<file path="src/inc/ssrd_pkg.sv">
// package: register map, field layout, divisors and pin carriers of the spi status/rate/data block
// Summary of operation
// [RQ1] tx empty sets when byte enters shifter
// [RQ2] tx empty with enable raises irq or dma
// [RQ3] software writes data only when tx empty
// [RQ4] idle engine reloads, tx empty within two cycles
// [RQ5] busy slave defers load until transfer ends
// [RQ6] reset leaves tx empty flag set
// [RQ7] mode fault sets only with detect enabled
// [RQ8] disabling detection keeps a set fault flag
// [RQ9] master without detection releases select pin
// [RQ10] enabled slave always keeps select pin
// [RQ11] slave without detection only suppresses fault flag
// [RQ12] rate codes pick divisors 2, 8, 32, 128
// [RQ13] slave ignores the rate select bits
// [RQ14] reset clears rate select to divisor 2
// [RQ15] serial clock is base clock over twice divisor
// [RQ16] data writes go to tx, reads from rx
// [RQ17] software avoids read-modify-write on data port
// [RQ18] slave select misuse sets mode fault flag
// [RQ19] fault clears by status read then control write
// [RQ20] data write fills buffer and clears tx empty
package ssrd_pkg;
	localparam int unsigned ADDR_W = 4;
	localparam int unsigned DATA_W = 8;
	localparam int unsigned FRAME_BITS = 8;
	localparam int unsigned DIV_W = 8;
	// byte addresses on the register bus
	localparam logic [3:0] OFF_CTRL = 4'h0;
	localparam logic [3:0] OFF_STAT = 4'h4;
	localparam logic [3:0] OFF_DATA = 4'h8;
	// control register fields
	localparam int unsigned CTRL_EN_BIT = 0;
	localparam int unsigned CTRL_MASTER_BIT = 1;
	localparam int unsigned CTRL_TXIE_BIT = 2;
	localparam int unsigned CTRL_DMA_BIT = 3;
	localparam logic [3:0] CTRL_RESET = 4'h2;
	// spi_status_control fields
	localparam int unsigned STAT_RATE_LO_BIT = 0;
	localparam int unsigned STAT_RATE_HI_BIT = 1;
	localparam int unsigned STAT_FDE_BIT = 2;
	localparam int unsigned STAT_TXE_BIT = 3;
	localparam int unsigned STAT_MODE_FAULT_FLAG_BIT = 4;
	localparam int unsigned STAT_RXF_BIT = 7;
	localparam logic [1:0] RATE_RESET = 2'h0;
	localparam logic TXE_RESET = 1'b1;
	// half serial period in base clocks equals the divisor
	localparam logic [7:0] DIV_CODE0 = 8'h02;
	localparam logic [7:0] DIV_CODE1 = 8'h08;
	localparam logic [7:0] DIV_CODE2 = 8'h20;
	localparam logic [7:0] DIV_CODE3 = 8'h80;
	localparam int unsigned SYNC_STAGES = 3;

	typedef struct packed {
		logic sclk;
		logic ss_n;
		logic mosi;
		logic miso;
	} ssrd_pin_in_t;

	typedef struct packed {
		logic sclk;
		logic sclk_oe_n;
		logic mosi;
		logic mosi_oe_n;
		logic miso;
		logic miso_oe_n;
	} ssrd_pin_out_t;
endpackage

</file>
<file path="src/hw/ssrd_spi_core.sv">
// module: spi status, mode-fault gating, master rate divider and split data port
`timescale 1ns/1ps
module ssrd_spi_core #(
	parameter int unsigned FRAME_BITS = ssrd_pkg::FRAME_BITS
) (
	// clock and reset
	input wire logic clk_sys,
	input wire logic rst,
	// avalon-mm slave
	input wire logic [ssrd_pkg::ADDR_W-1:0] avs_address,
	input wire logic avs_read,
	input wire logic avs_write,
	input wire logic [31:0] avs_writedata,
	input wire logic [3:0] avs_byteenable,
	output logic [31:0] avs_readdata,
	output logic avs_waitrequest,
	// serial pins
	input wire ssrd_pkg::ssrd_pin_in_t pin_in,
	output ssrd_pkg::ssrd_pin_out_t pin_out,
	// service requests and pin ownership
	output logic tx_irq,
	output logic tx_dma_req,
	output logic ss_gpio_release
);

	if (FRAME_BITS < 1 || FRAME_BITS > ssrd_pkg::DATA_W) begin : g_bad_frame
		$error("FRAME_BITS must lie between 1 and 8");
	end

	////////////////////////////////////////////////////////////////////////////
	// pin synchronisers: a level counts once stages two and three agree
	logic [3:0] sync1_reg;
	logic [3:0] sync2_reg;
	logic [3:0] sync3_reg;
	logic [3:0] filt_reg;
	logic [3:0] filt_d_reg;
	wire [3:0] pins_raw = {pin_in.miso, pin_in.mosi, pin_in.ss_n, pin_in.sclk};

	for (genvar i = 0; i < 4; i++) begin : g_sync
		always_ff @(posedge clk_sys) begin
			sync1_reg[i] <= pins_raw[i];
			sync2_reg[i] <= sync1_reg[i];
			sync3_reg[i] <= sync2_reg[i];
			// serial clock idles low, the rest high, so reset leaves no false edge
			if (rst) begin
				filt_reg[i] <= (i != 0);
				filt_d_reg[i] <= (i != 0);
			end else begin
				filt_reg[i] <= (sync2_reg[i] == sync3_reg[i]) ? sync3_reg[i] : filt_reg[i];
				filt_d_reg[i] <= filt_reg[i];
			end
		end
	end

	wire sclk_rise = filt_reg[0] & ~filt_d_reg[0];
	wire sclk_fall = ~filt_reg[0] & filt_d_reg[0];
	wire ss_low = ~filt_reg[1];
	wire ss_fall = ~filt_reg[1] & filt_d_reg[1];
	wire ss_rise = filt_reg[1] & ~filt_d_reg[1];
	wire mosi_in = filt_reg[2];
	wire miso_in = filt_reg[3];

	////////////////////////////////////////////////////////////////////////////
	// registers
	logic [3:0] ctrl_reg;
	logic [1:0] rate_reg;
	logic fde_reg;
	logic tx_empty_reg;
	logic tx_full_reg;
	logic mode_fault_flag_reg;
	logic mode_fault_flag_armed_reg;
	logic rx_full_reg;
	logic [7:0] tx_buf_reg;
	logic [7:0] rx_data_reg;
	logic ack_reg;
	logic [31:0] rdata_reg;

	wire en = ctrl_reg[ssrd_pkg::CTRL_EN_BIT];
	wire master = ctrl_reg[ssrd_pkg::CTRL_MASTER_BIT];
	wire tx_ie = ctrl_reg[ssrd_pkg::CTRL_TXIE_BIT];
	wire dma_sel = ctrl_reg[ssrd_pkg::CTRL_DMA_BIT];

	// one wait cycle per access; read data is latched in that cycle
	wire bus_req = avs_read | avs_write;
	wire sel_ctrl = avs_address == ssrd_pkg::OFF_CTRL;
	wire sel_stat = avs_address == ssrd_pkg::OFF_STAT;
	wire sel_data = avs_address == ssrd_pkg::OFF_DATA;
	wire acc_wr = avs_write & ack_reg & avs_byteenable[0];
	wire acc_rd = avs_read & ack_reg;
	wire wr_ctrl = acc_wr & sel_ctrl;
	wire wr_stat = acc_wr & sel_stat;
	wire wr_data = acc_wr & sel_data;
	wire rd_stat_mode_fault_flag = acc_rd & sel_stat & rdata_reg[ssrd_pkg::STAT_MODE_FAULT_FLAG_BIT];
	wire rd_data = acc_rd & sel_data;

	wire [7:0] stat_view = {rx_full_reg, 2'h0, mode_fault_flag_reg, tx_empty_reg, fde_reg, rate_reg};
	// unmapped addresses read as zero and ignore writes
	wire [7:0] rd_mux = sel_ctrl ? {4'h0, ctrl_reg} :
		sel_stat ? stat_view :
		sel_data ? rx_data_reg : 8'h00; // RQ16

	assign avs_waitrequest = bus_req & ~ack_reg;
	assign avs_readdata = rdata_reg;

	always_ff @(posedge clk_sys) begin
		if (rst) begin
			ack_reg <= 1'b0;
			rdata_reg <= 32'h0000_0000;
		end else begin
			ack_reg <= bus_req & ~ack_reg;
			if (avs_read & ~ack_reg) begin
				rdata_reg <= {24'h00_0000, rd_mux};
			end
		end
	end

	////////////////////////////////////////////////////////////////////////////
	// rate select: the half period of the master clock is the divisor
	logic [ssrd_pkg::DIV_W-1:0] div_sel;
	always_comb begin
		unique case (rate_reg) // RQ12
			2'h0: div_sel = ssrd_pkg::DIV_CODE0;
			2'h1: div_sel = ssrd_pkg::DIV_CODE1;
			2'h2: div_sel = ssrd_pkg::DIV_CODE2;
			2'h3: div_sel = ssrd_pkg::DIV_CODE3;
		endcase
	end
	// the counter runs from zero to one below the divisor
	wire [ssrd_pkg::DIV_W-1:0] div_last = div_sel - 8'h01;

	////////////////////////////////////////////////////////////////////////////
	// transfer engine
	logic master_busy_reg;
	logic slave_busy_reg;
	logic sclk_reg;
	logic sample_reg;
	logic [7:0] shift_reg;
	logic [3:0] bit_cnt_reg;
	logic [ssrd_pkg::DIV_W-1:0] div_cnt_reg;

	// a busy slave holds the byte in the buffer until its frame ends
	wire engine_busy = master_busy_reg | slave_busy_reg; // RQ5
	wire load = tx_full_reg & en & ~engine_busy; // RQ4
	wire half_tick = master_busy_reg & (div_cnt_reg == div_last); // RQ15
	wire m_rise = half_tick & ~sclk_reg;
	wire m_fall = half_tick & sclk_reg;
	wire slave_en = en & ~master;
	wire s_active = slave_en & slave_busy_reg & ss_low;
	wire s_rise = s_active & sclk_rise;
	wire s_fall = s_active & sclk_fall;
	wire fall_shift = m_fall | s_fall;
	wire [3:0] last_bit = 4'(FRAME_BITS - 1);
	wire frame_done = fall_shift & (bit_cnt_reg == last_bit);
	wire [7:0] shifted = {shift_reg[6:0], sample_reg};

	always_ff @(posedge clk_sys) begin
		if (rst) begin
			master_busy_reg <= 1'b0;
			slave_busy_reg <= 1'b0;
			sclk_reg <= 1'b0;
			sample_reg <= 1'b0;
			shift_reg <= 8'h00;
			bit_cnt_reg <= 4'h0;
			div_cnt_reg <= 8'h00;
		end else begin
			// rate bits only steer the master divider
			if (load & master) begin // RQ13
				master_busy_reg <= 1'b1;
			end else if (frame_done | ~en) begin
				master_busy_reg <= 1'b0;
			end
			if (slave_en & ss_fall) begin
				slave_busy_reg <= 1'b1;
			end else if (frame_done | ss_rise | ~slave_en) begin
				slave_busy_reg <= 1'b0;
			end
			if (half_tick) begin
				div_cnt_reg <= 8'h00;
				sclk_reg <= ~sclk_reg;
			end else if (master_busy_reg) begin
				div_cnt_reg <= div_cnt_reg + 8'h01;
			end else begin
				div_cnt_reg <= 8'h00;
				sclk_reg <= 1'b0;
			end
			if (m_rise) begin
				sample_reg <= miso_in;
			end else if (s_rise) begin
				sample_reg <= mosi_in;
			end
			if (load) begin
				shift_reg <= tx_buf_reg; // RQ1
			end else if (fall_shift) begin
				shift_reg <= shifted;
			end
			if (load | (slave_en & ss_fall) | frame_done) begin
				bit_cnt_reg <= 4'h0;
			end else if (fall_shift) begin
				bit_cnt_reg <= bit_cnt_reg + 4'h1;
			end
		end
	end

	////////////////////////////////////////////////////////////////////////////
	// flags and software-visible state; a hardware set wins over a clear, except tx empty, where a data write wins over a load
	wire mode_fault_flag_set = fde_reg & en & ((master & ss_low) | (~master & slave_busy_reg & ss_rise)); // RQ18
	wire mode_fault_flag_clr = wr_ctrl & mode_fault_flag_armed_reg; // RQ19

	always_ff @(posedge clk_sys) begin
		if (rst) begin
			ctrl_reg <= ssrd_pkg::CTRL_RESET;
			rate_reg <= ssrd_pkg::RATE_RESET; // RQ14
			fde_reg <= 1'b0;
			tx_empty_reg <= ssrd_pkg::TXE_RESET; // RQ6
			tx_full_reg <= 1'b0;
			tx_buf_reg <= 8'h00;
			rx_data_reg <= 8'h00;
			rx_full_reg <= 1'b0;
			mode_fault_flag_reg <= 1'b0;
			mode_fault_flag_armed_reg <= 1'b0;
		end else begin
			if (wr_ctrl) begin
				ctrl_reg <= avs_writedata[3:0];
			end
			if (wr_stat) begin
				rate_reg <= {avs_writedata[ssrd_pkg::STAT_RATE_HI_BIT],
					avs_writedata[ssrd_pkg::STAT_RATE_LO_BIT]};
				fde_reg <= avs_writedata[ssrd_pkg::STAT_FDE_BIT];
			end
			// the tx buffer is write-only, the rx register read-only
			if (wr_data) begin
				tx_buf_reg <= avs_writedata[7:0]; // RQ16
				tx_full_reg <= 1'b1;
				tx_empty_reg <= 1'b0; // RQ20
			end else if (load) begin
				tx_full_reg <= 1'b0;
				tx_empty_reg <= 1'b1; // RQ1
			end
			if (frame_done) begin
				rx_data_reg <= shifted;
			end
			rx_full_reg <= frame_done | (rx_full_reg & ~rd_data);
			// clearing the detect enable leaves the flag alone
			mode_fault_flag_reg <= mode_fault_flag_set | (mode_fault_flag_reg & ~mode_fault_flag_clr); // RQ7 RQ8 RQ11
			if (rd_stat_mode_fault_flag) begin
				mode_fault_flag_armed_reg <= 1'b1;
			end else if (wr_ctrl) begin
				mode_fault_flag_armed_reg <= 1'b0;
			end
		end
	end

	////////////////////////////////////////////////////////////////////////////
	// outputs
	wire tx_req = en & tx_ie & tx_empty_reg;
	assign tx_irq = tx_req & ~dma_sel; // RQ2
	assign tx_dma_req = tx_req & dma_sel; // RQ2
	// an enabled slave always owns its select input
	assign ss_gpio_release = ~en | (master & ~fde_reg); // RQ9 RQ10

	assign pin_out.sclk = sclk_reg;
	assign pin_out.sclk_oe_n = ~(en & master);
	assign pin_out.mosi = shift_reg[7];
	assign pin_out.mosi_oe_n = ~(en & master);
	assign pin_out.miso = shift_reg[7];
	assign pin_out.miso_oe_n = ~(slave_en & ss_low);

	////////////////////////////////////////////////////////////////////////////
	// checks
	logic [7:0] gap_cnt_reg;
	logic gap_seen_reg;
	always_ff @(posedge clk_sys) begin
		if (rst | ~master_busy_reg) begin
			gap_cnt_reg <= 8'h00;
			gap_seen_reg <= 1'b0;
		end else if (half_tick) begin
			gap_cnt_reg <= 8'h00;
			gap_seen_reg <= 1'b1;
		end else begin
			gap_cnt_reg <= gap_cnt_reg + 8'h01;
		end
	end

	wire [7:0] div_full = div_sel;

	AST_TXE_AFTER_RESET: assert property (@(posedge clk_sys) // RQ6
		$fell(rst) |-> tx_empty_reg)
		else $error("tx empty not set after reset");
	AST_TXE_REFILL: assert property (@(posedge clk_sys) disable iff (rst) // RQ4
		wr_data & en & ~engine_busy & ~tx_full_reg |-> ##[1:2] tx_empty_reg)
		else $error("idle engine did not reload within two cycles");
	AST_TXE_CLEARED: assert property (@(posedge clk_sys) disable iff (rst) // RQ20
		wr_data |=> ~tx_empty_reg & tx_full_reg)
		else $error("data write did not clear tx empty");
	AST_TXE_WAIT_SLAVE: assert property (@(posedge clk_sys) disable iff (rst) // RQ5
		slave_busy_reg & tx_full_reg |-> ~tx_empty_reg)
		else $error("tx empty set while slave frame pending");
	AST_TXE_ON_LOAD: assert property (@(posedge clk_sys) disable iff (rst) // RQ1
		load & ~wr_data |=> tx_empty_reg & (shift_reg == $past(tx_buf_reg)))
		else $error("load did not set tx empty with buffered byte");
	AST_TX_REQUEST: assert property (@(posedge clk_sys) disable iff (rst) // RQ2
		tx_empty_reg & tx_ie & en |-> (tx_irq ^ tx_dma_req))
		else $error("tx empty request missing");
	AST_MODE_FAULT_FLAG_GATED: assert property (@(posedge clk_sys) disable iff (rst) // RQ7
		$rose(mode_fault_flag_reg) |-> $past(fde_reg))
		else $error("mode fault set without detect enable");
	AST_MODE_FAULT_FLAG_HELD: assert property (@(posedge clk_sys) disable iff (rst) // RQ8
		mode_fault_flag_reg & ~(wr_ctrl & mode_fault_flag_armed_reg) |=> mode_fault_flag_reg)
		else $error("mode fault lost without clear sequence");
	AST_RATE_HALF: assert property (@(posedge clk_sys) disable iff (rst) // RQ15
		half_tick & gap_seen_reg |-> gap_cnt_reg == div_full - 8'h01)
		else $error("serial half period differs from divisor");
	AST_SS_OWNER: assert property (@(posedge clk_sys) disable iff (rst) // RQ10
		en & ~master |-> ~ss_gpio_release)
		else $error("slave released its select pin");
	AST_RX_SPLIT: assert property (@(posedge clk_sys) disable iff (rst) // RQ16
		avs_read & ~ack_reg & sel_data |=> avs_readdata[7:0] == $past(rx_data_reg))
		else $error("data read did not return receive register");

	CVR_MASTER_FRAME: cover property (@(posedge clk_sys) disable iff (rst)
		frame_done & master_busy_reg);
	CVR_SLAVE_FRAME: cover property (@(posedge clk_sys) disable iff (rst)
		frame_done & slave_busy_reg);
	CVR_MODE_FAULT_FLAG_CLEAR: cover property (@(posedge clk_sys) disable iff (rst)
		mode_fault_flag_reg & mode_fault_flag_clr);
	CVR_QUEUE_TWO: cover property (@(posedge clk_sys) disable iff (rst)
		wr_data ##[1:2] tx_empty_reg ##[1:8] wr_data);

endmodule // ssrd_spi_core

</file>
<file path="config.mk">
export PLATFORM = sky130hd
export DESIGN_NAME = ssrd_spi_core
export DESIGN_NICKNAME = d
export VERILOG_FILES = /design/src/inc/ssrd_pkg.sv /design/src/hw/ssrd_spi_core.sv
export SDC_FILE = /design/constraint.sdc
export NUM_CORES = 1
export LEC_CHECK = 0
export BUFFER_PORTS_ARGS = -buffer_cell sky130_fd_sc_hd__buf_2
export CORE_MARGIN = 4
export CORE_UTILIZATION = 50
export DETAILED_ROUTE_END_ITERATION = 10
export PLACE_DENSITY = 0.75
export SYNTH_ARGS = -nofsm -noshare
export SYNTH_HDL_FRONTEND = slang
export SYNTH_SLANG_ARGS = --single-unit
</file>
<file path="constraint.sdc">
create_clock -name clk_sys -period 3 [get_ports clk_sys]
set_input_delay 0.6 -clock clk_sys [delete_from_list [all_inputs] [get_ports clk_sys]]
set_output_delay 0.6 -clock clk_sys [all_outputs]
set_load 0.02 [all_outputs]
</file>
Yosys cells after proc, flatten, opt, wreduce, memory -nomap -nowiden
Index checks and enable logic that the tools add are counted.
{ "word_totals": {"reg_bits": 79, "in_bits": 48, "wordCells": 154} }
{ "classes": {"n_addsub": 3, "eq_ne": 12, "n_mux": 20, "bitwise_logic": 72, "reduce_logical": 10} }
{ "op_table": {"columns": ["operator", "count"], "rows": [
  ["$and A1 B1 Y1", 43],
  ["$mux W8", 5],
  ["$pmux W8 S4", 1],
  ["$not A1 Y1", 17],
  ["$mux W1", 14],
  ["$or A1 B1 Y1", 12],
  ["$reduce_bool A2 Y1", 6],
  ["$add A8 B1 Y8 const B", 1],
  ["$eq A4 B3 Y1 const B", 2],
  ["$eq A8 B8 Y1", 1],
  ["$sub A8 B1 Y8 const B", 1],
  ["$add A4 B1 Y4 const B", 1],
  ["$eq A1 B1 Y1", 4],
  ["$eq A2 B2 Y1 const B", 2],
  ["$eq A4 B4 Y1 const B", 1],
  ["$logic_not A4 Y1", 1],
  ["$reduce_or A3 Y1", 1],
  ["$eq A2 B1 Y1 const B", 1],
  ["$logic_not A2 Y1", 1],
  ["$ne A2 B1 Y1 const B", 1],
  ["$reduce_or A2 Y1", 1]
]} }

Depth between registers and ports, before layout
Gate-level depths: netlist of run 1.
{ "depth": {"word_depth": 12, "depth_mapped": 8, "depth_no_buf": 7} }

Least setup slack after synthesis of run 1
No wires, ideal clock.
{ "synth_path": {"path_kind": "register to register", "startpoint": "reg rate_reg[1]", "endpoint": "reg bit_cnt_reg[3]", "setup_ns": 0.072, "arrival_time_ns": 2.126, "setup_slack_ns": 0.802, "path_stages_with_launch": 9, "path_buffers": 1, "path_cell_list": "dfxtp_1 -> or2_2 -> ha_1 -> xnor2_1 -> nor4b_2 -> o2111ai_2 -> buf_4 -> a21oi_2 -> mux2i_1"} }
{ "synth_between": {"elab_chain_len": 10, "word_cells_on_any_way": 13, "classes_between": "1 x add/sub; 4 x eq/ne; 1 x mux; 5 x bitwise; 2 x reduce/logical"} }
{ "synth_lines": {"columns": ["element", "line_no", "source"], "rows": [
  ["start, declared", "ssrd_spi_core.sv:66", "logic [1:0] rate_reg;"],
  ["start signal, assigned", "ssrd_spi_core.sv:212", "rate_reg <= ssrd_pkg::RATE_RESET;"],
  ["start signal, assigned", "ssrd_spi_core.sv:226", "rate_reg <= {avs_writedata[ssrd_pkg::STAT_RATE_HI_BIT],"],
  ["$eq A2 B2 Y1, or another cell as far along", "ssrd_spi_core.sv:121", "unique case (rate_reg)"],
  ["$pmux W8 S4 (*)", "ssrd_spi_core.sv:121", null],
  ["$sub A8 B1 Y8 (*)", "ssrd_spi_core.sv:129", "wire [ssrd_pkg::DIV_W-1:0] div_last = div_sel - 8'h01;"],
  ["$eq A8 B8 Y1 (*)", "ssrd_spi_core.sv:144", "wire half_tick = master_busy_reg & (div_cnt_reg == div_last);"],
  ["$and A1 B1 Y1 (*)", "ssrd_spi_core.sv:144", null],
  ["$and A1 B1 Y1 (*)", "ssrd_spi_core.sv:146", "wire m_fall = half_tick & sclk_reg;"],
  ["$or A1 B1 Y1 (*)", "ssrd_spi_core.sv:151", "wire fall_shift = m_fall | s_fall;"],
  ["$and A1 B1 Y1", "ssrd_spi_core.sv:153", "wire frame_done = fall_shift & (bit_cnt_reg == last_bit);"],
  ["$or A1 B1 Y1", "ssrd_spi_core.sv:196", "if (load | (slave_en & ss_fall) | frame_done) begin"],
  ["$reduce_or A2 Y1 (no source line)", null, null],
  ["end signal, assigned", "ssrd_spi_core.sv:199", "bit_cnt_reg <= bit_cnt_reg + 4'h1;"],
  ["end, declared", "ssrd_spi_core.sv:138", "logic [3:0] bit_cnt_reg;"]
]} }
Every way passes the cells marked *; elsewhere a longest branch is shown, timed or not. The select of a mux whose other input is x is not followed.
A chain may end at the register's enable or synchronous reset.

Final worst setup path of run 1
{ "layout_path": {"startpoint": "reg rate_reg[1]", "endpoint": "reg rx_data_reg[6]"} }
{ "layout_between": {"elab_chain_len": 8, "word_cells_on_any_way": 11, "classes_between": "1 x add/sub; 4 x eq/ne; 1 x mux; 4 x bitwise; 1 x reduce/logical"} }
{ "layout_lines": {"columns": ["element", "line_no", "source"], "rows": [
  ["$eq A2 B2 Y1, or another cell as far along", "ssrd_spi_core.sv:121", null],
  ["$pmux W8 S4 (*)", "ssrd_spi_core.sv:121", null],
  ["$sub A8 B1 Y8 (*)", "ssrd_spi_core.sv:129", null],
  ["$eq A8 B8 Y1 (*)", "ssrd_spi_core.sv:144", null],
  ["$and A1 B1 Y1 (*)", "ssrd_spi_core.sv:144", null],
  ["$and A1 B1 Y1 (*)", "ssrd_spi_core.sv:146", null],
  ["$or A1 B1 Y1 (*)", "ssrd_spi_core.sv:151", null],
  ["$and A1 B1 Y1 (*)", "ssrd_spi_core.sv:153", null],
  ["end signal, assigned", "ssrd_spi_core.sv:240", "rx_data_reg <= shifted;"],
  ["end, declared", "ssrd_spi_core.sv:74", "logic [7:0] rx_data_reg;"]
]} }
Marked as above.

==> results of run 1 <==
[final timing paths]
path	from	endpoint	slack, ns	cells after the start
worst max-delay path	rate_reg[1]	rx_data_reg[6]	0.54	8
worst min-delay path	sync1_reg[2]	sync2_reg[2]	0.33	0
worst max register to register	rate_reg[1]	rx_data_reg[6]	0.54	8
worst min register to register	sync1_reg[2]	sync2_reg[2]	0.33	0
[report_power, final]
group	internal, mW	switching (mW)	total, mW
Sequential	1.06	0.0109	1.07
Combinational	0.0295	0.0675	0.0970
Clock	0.406	0.375	0.781
[cells in the mapped netlist (all sizes together) (2+ instances only)]
cell type / count / area share
or3: 4 / 0.0070
nor2: 64 / 0.070
a211o: 2 / 0.0049
a21oi: 22 / 0.033
a211oi: 2 / 0.0077
a2111oi: 8 / 0.033
nor2b: 5 / 0.0087
xnor2: 4 / 0.0098
o21bai: 4 / 0.0084
nand3b: 3 / 0.0063
ha: 3 / 0.010
or2: 3 / 0.0052
o21ai: 13 / 0.018
nand4: 2 / 0.0035
mux2i: 29 / 0.081
xor2: 5 / 0.012
dfxtp: 79 / 0.44
nand2: 17 / 0.018
nand2b: 24 / 0.042
nand3: 12 / 0.017
inv: 7 / 0.0073
o2111ai: 2 / 0.0066
clkbuf: 13 / 0.014
nor3: 4 / 0.0087
a22oi: 6 / 0.013
buf: 33 / 0.069
and3: 2 / 0.0035
a22o: 2 / 0.0049
[critical path, cell delays in order, from the launching register on]
cell and delay (ns):
dfxtp_1 0.38, or2_2 0.32, ha_1 0.30, xnor2_1 0.14, nor4b_2 0.42, o2111ai_2 0.23
a21oi_2 0.18, buf_4 0.22, mux2i_1 0.20
[stage by stage]
step                      area, um2  hold WS (ns)    util
final                          3921        0.3292  0.5709
after detailed placement       3722        0.3121  0.5419
after floorplan                3672        0.3096       -
after CTS                      3921        0.3297  0.5709
after global routing           3921        0.3281  0.5709
after global placement         3722        0.3116  0.5419
[metal layers]
metal	GRT usage	wire, um	share of wire	vias to the layer above
li1	-	-	-	1344
met1	0.2064	3112	0.45	1260
met2	0.2677	3268	0.48	50
met3	0.03818	306	0.045	20
met4	0.07937	172	0.025	0
met5	0	0	0	-
[cells by family after synthesis]
family                   count (synthesis)
AO/OA/AOI/OAI                           66
XOR/XNOR                                 9
adder cells (fa/ha/maj)                  3
buffers and inverters                   53
flip-flops                              79
multiplexers                            30
other                                    1
AND/OR/NAND/NOR                        146
[final cells by class]
type                            count  area (um2)  area share
Multi-Input combinational cell    278        1767      0.4505
Sequential cell                    79        1582      0.4033
Timing Repair Buffer               43       227.7     0.05807
Clock buffer                       11       141.4     0.03606
Tap cell                           96       120.1     0.03063
Clock inverter                      5       57.56     0.01468
Inverter                            7       26.28    0.006701
[layout by cell type (no fill, tap or decap), types with 3 or more instances in the layout]
master	count
a2111oi_2	8
a21oi_1	20
a22oi_1	6
buf_2	38
buf_4	5
clkbuf_8	10
clkinvlp_4	3
conb_1	24
dfxtp_1	79
ha_1	3
inv_1	7
mux2i_1	29
nand2_1	17
nand2b_1	24
nand3_1	12
nand3b_1	3
nor2_1	62
nor2b_1	5
nor3_1	3
o21ai_0	10
o21ai_1	3
o21bai_1	4
or2_2	3
or3_1	4
xnor2_1	4
xor2_1	5
==> flow_metrics.tcl, run 1 <==
set metrics [dict create \
    synth_area_per_cell_um2 9.266 \
    outcome "finished, final reports clean" \
    vias_per_cell 5.152 \
    die_y_um 92.69 \
    synthAdderAreaFrac 0.01047 \
    worst_slack_ns 0.5392 \
    final_cells 519 \
    boundaryPins 90 \
    die_area_um2 8591 \
    ys.flop_type "dfxtp_1" \
    route.final.wire_length_mm 6.859 \
    grt_pass1_wl_mm 11.43 \
    finalSetupViolations 0 \
    synthCells 387 \
    clk_pin_slew_ns 0.08 \
    ys_seq_elements 79 \
    cp.required_ns 3.28 \
    vias 2674 \
    drive_gt1_frac 0.1891 \
    final_nets 469 \
    ant_nets 0 \
    crit_type "reg -> reg" \
    setup-tns-final_ns 0 \
    rsz0062_at_grt "no" \
    p_leak_nw 1.532 \
    clock_skew_ns 0.01112 \
    grt_pass1_vias 2477 \
    synth_top_family_by_area "simple AND/OR/NAND/NOR gates" \
    hold_path_class "reg -> reg" \
    synth-async-reset-ratio 0 \
    cts_resized 0 \
    htree_levels 3 \
    rows 30 \
    drv_cap 0 \
    ys_seq_area_frac 0.4410 \
    syn2layout_area_growth_pct 9.351 \
    min_period_ns 2.461 \
    cp-start-kind "flip-flop" \
    grt_antenna_before_repair 0 \
    gp_congestion 0.7858 \
    postCtsHoldBufs 0 \
    yosysUniqueCellTypes 51 \
    antenna_cells 0 \
    dp_hpwl_mm 4.910 \
    fillCellCount 633 \
    track_usage 0.1649 \
    report.final.hold_viol_count 0 \
    cts_sinks 79 \
    yosys.area_share.simple 0.2073 \
    core_um2 6869 \
    clk_root_buffer_cell "clkbuf_8" \
    fin_crit_sh 0.8203 \
    cts_buffers 9 \
    mappedNetlistArea_um2 3586 \
    cts_tree "done" \
    critPathArrivalTime_ns 2.74 \
    firstDrtPassIters 4 \
    max_freq_mhz 406.4 \
    grt_max_degree 45 \
    synth_warnings 0 \
    routedWlPerCell_um 13.22 \
    crit_fanout 10 \
    detailedPlace.worstSlack_ns 0.5465 \
    synth_compound_area_frac 0.1438 \
    maxSlewViolCount 0 \
    max_slew_margin 0.5157 \
    crit_path_end_kind "flip-flop" \
    post_cts_buffers 0 \
    tightest_slew_ns 0.7265 \
    clk_latency_ns 0.35 \
    portBuffers 38 \
    die_w_um 92.69 \
    synth-xor-area-share 0.02198 \
    synthMuxAreaShare 0.08409 \
    ir_drop_uv 320.3 \
    p_total_mw 1.952 \
    dpl.cell_count 503 \
    drc 0 \
    start_util 0.5220 \
    power.density_nw_per_um2 497.8 \
    drt_iter0_markers 104 \
    overflow 0 \
    synth-edff-count 0 \
    cts_buffer_depth 2 \
]
(Power assumes the default switching activity.)
==> run 2, diff against run 1 <==
--- a/config.mk
+++ b/config.mk
@@ -7,7 +7,7 @@
 export LEC_CHECK = 0
 export BUFFER_PORTS_ARGS = -buffer_cell sky130_fd_sc_hd__buf_2
 export CORE_MARGIN = 4
-export CORE_UTILIZATION = 50
+export CORE_UTILIZATION = 48
 export DETAILED_ROUTE_END_ITERATION = 10
 export PLACE_DENSITY = 0.75
 export SYNTH_ARGS = -nofsm -noshare
==> constraint.sdc (replaced) <==
create_clock -name clk_sys -period 2.15 [get_ports clk_sys]
set_input_delay 0.43 -clock clk_sys [delete_from_list [all_inputs] [get_ports clk_sys]]
set_output_delay 0.43 -clock clk_sys [all_outputs]
set_load 0.02 [all_outputs]
==> run 2 against run 1 <==
  * The run now ends with setup timing left
  * Core utilization about the same
  * Cell area is 5.7% higher
  * Sequential share of layout area is 2.1 points lower
  * First-iteration DRC count decreased by 16%
  * Non-clock buffer count increased by 14
  * Die area increased by 3.8%
  * Hold slack got worse by 0.15 ns
  * Critical path depth is 1 higher
  * Combinational power up 45%
  * Maximum frequency up 13%
  * Count of clock-buffer cells in the layout unchanged
  * Critical path type unchanged
==> flow_metrics.tcl, run 2 (same netlist as run 1, synthesis figures left out) <==
set metrics [dict create \
    cts_sinks 79 \
    clk_pin_slew_ns 0.08 \
    dp_hpwl_mm 5.215 \
    power.density_nw_per_um2 674.4 \
    worst_path_largest_cell_delay_ns 0.35 \
    drc 0 \
    firstDrtPassIters 4 \
    track_usage 0.1689 \
    fin_crit_sh 1.016 \
    die_area_um2 8918 \
    rows 31 \
    maxSlewViolCount 0 \
    max_freq_mhz 457.9 \
    hold_path_class "in -> reg" \
    cts_buffers 9 \
    slowest_stage "dfxtp_2" \
    rsz0062_at_grt "yes" \
    min_period_ns 2.184 \
    crit_path_end_kind "flip-flop" \
    fillCellCount 633 \
    routedWlPerCell_um 13.03 \
    cts_tree "done" \
    layout_commonest_cell "dfxtp_1" \
    overflow 0 \
    drv_cap 0 \
    htree_levels 3 \
    antenna_cells 0 \
    portBuffers 38 \
    outcome "finished with violations" \
    vias_per_cell 5.078 \
    fin_area_um2 4144 \
    mostFrequentLayoutCells "dfxtp_1 (78), nor2_1 (62), buf_2 (38)" \
    grt_max_degree 31 \
    final_nets 483 \
    hold_slack_ns 0.1800 \
    setup-tns-final_ns -0.2088 \
    core_um2 7253 \
    die_y_um 94.44 \
    cts_buffer_depth 2 \
    ant_nets 0 \
    vias 2722 \
    die_w_um 94.44 \
    crit_type "reg -> reg" \
    route.final.wire_length_mm 6.986 \
    p_leak_nw 1.623 \
    cp-start-kind "flip-flop" \
    report.final.hold_viol_count 0 \
    multi_input_area_um2 1847 \
    drt_iter0_markers 87 \
    cp_cell_sequence "or2_4, ha_4, xnor2_1, nor4b_2, buf_4, o2111ai_2, buf_6, a21oi_2, mux2i_1" \
    post_dp_cell_area_um2 3851 \
    clk_latency_ns 0.35 \
    ir_drop_uv 500.7 \
    grt_pass1_vias 2646 \
    crit_fanout 11 \
    register_area_um2 1583 \
    clock_skew_ns 0.01444 \
    drive_gt1_frac 0.2311 \
    grt_pass1_wl_mm 11.91 \
    critPathArrivalTime_ns 2.44 \
    cp.required_ns 2.41 \
    worst_slack_ns -0.03394 \
    start_util 0.4944 \
    violations "setup timing" \
    gp_congestion 0.8118 \
    boundaryPins 90 \
    syn2layout_area_growth_pct 15.56 \
    max_slew_margin 0.5725 \
    postCtsHoldBufs 0 \
    finalSetupViolations 9 \
    clk_root_buffer_cell "clkbuf_8" \
    grt_antenna_before_repair 0 \
    tightest_slew_ns 0.6364 \
]
-- run 2: cell count changes in the layout (fill, tap and decap cells not counted), sizes merged --
cell | before | now
clkinvlp | 3 | 1
buf | 43 | 57
clkinv | 1 | 2
inv | 7 | 8
-- run 2: repair_timing --
item / 4_1_cts / 5_1_grt
pin swaps: 2 / 1
gates resized for setup: 2 / 9
setup endpoints to repair: 26 / 24
setup buffers: 1 / 0
-- run 2: layout make-up --
cell class	count	share of cell area
Tap cell	99	0.02989
Sequential cell	79	0.3819
Multi-Input combinational cell	278	0.4457
Timing Repair Buffer	57	0.08424
Clock buffer	11	0.03653
Inverter	7	0.006341
Clock inverter	5	0.01540
-- run 2: routing by layer --
layer,vias to the layer above,GRT usage,wire [um]
met3,15,0.04303,287
met2,48,0.2902,3432
met1,1285,0.2012,3151
li1,1374,-,-
met5,-,0,0
met4,0,0.06739,116
-- run 2: per-stage QoR --
stage	utilization	std cells	worst slack, ns	power [mW]
6_report	0.5713	536	-0.03394	2.795
5_1_grt	0.5713	536	-0.1827	2.902
4_1_cts	0.5624	536	-0.03288	2.818
3_5_place_dp	0.5310	519	-0.1064	1.671
3_3_place_gp	0.5310	519	-0.02807	1.667
2_1_floorplan	-	410	0.01137	1.661
-- run 2: path summary, 6_finish.rpt --
path,from,to,slack (ns),cells after the start
setup / recovery,rate_reg[1],bit_cnt_reg[3],-0.03,9
setup reg to reg,rate_reg[1],bit_cnt_reg[3],-0.03,9
hold / removal,pin_in[1],sync1_reg[2],0.18,1
hold reg to reg,sync1_reg[0],sync2_reg[0],0.33,0
-- run 2: worst max-delay path, delay by kind of cell (launching register included) --
family,cells,cell delay (ns)
adder cells (fa/ha/maj),1,0.24
buffers and inverters,2,0.35
AND/OR/NAND/NOR,2,0.52
flip-flops,1,0.35
XOR/XNOR,1,0.13
AO/OA/AOI/OAI,2,0.30
multiplexers,1,0.21
-- run 2: report_power, final --
| group | internal (mW) | leakage [nW] | switching [mW] |
|---|---|---|---|
| clock | 0.608 | 0.106 | 0.548 |
| combinational | 0.0439 | 0.874 | 0.0967 |
| sequential | 1.48 | 0.643 | 0.0146 |
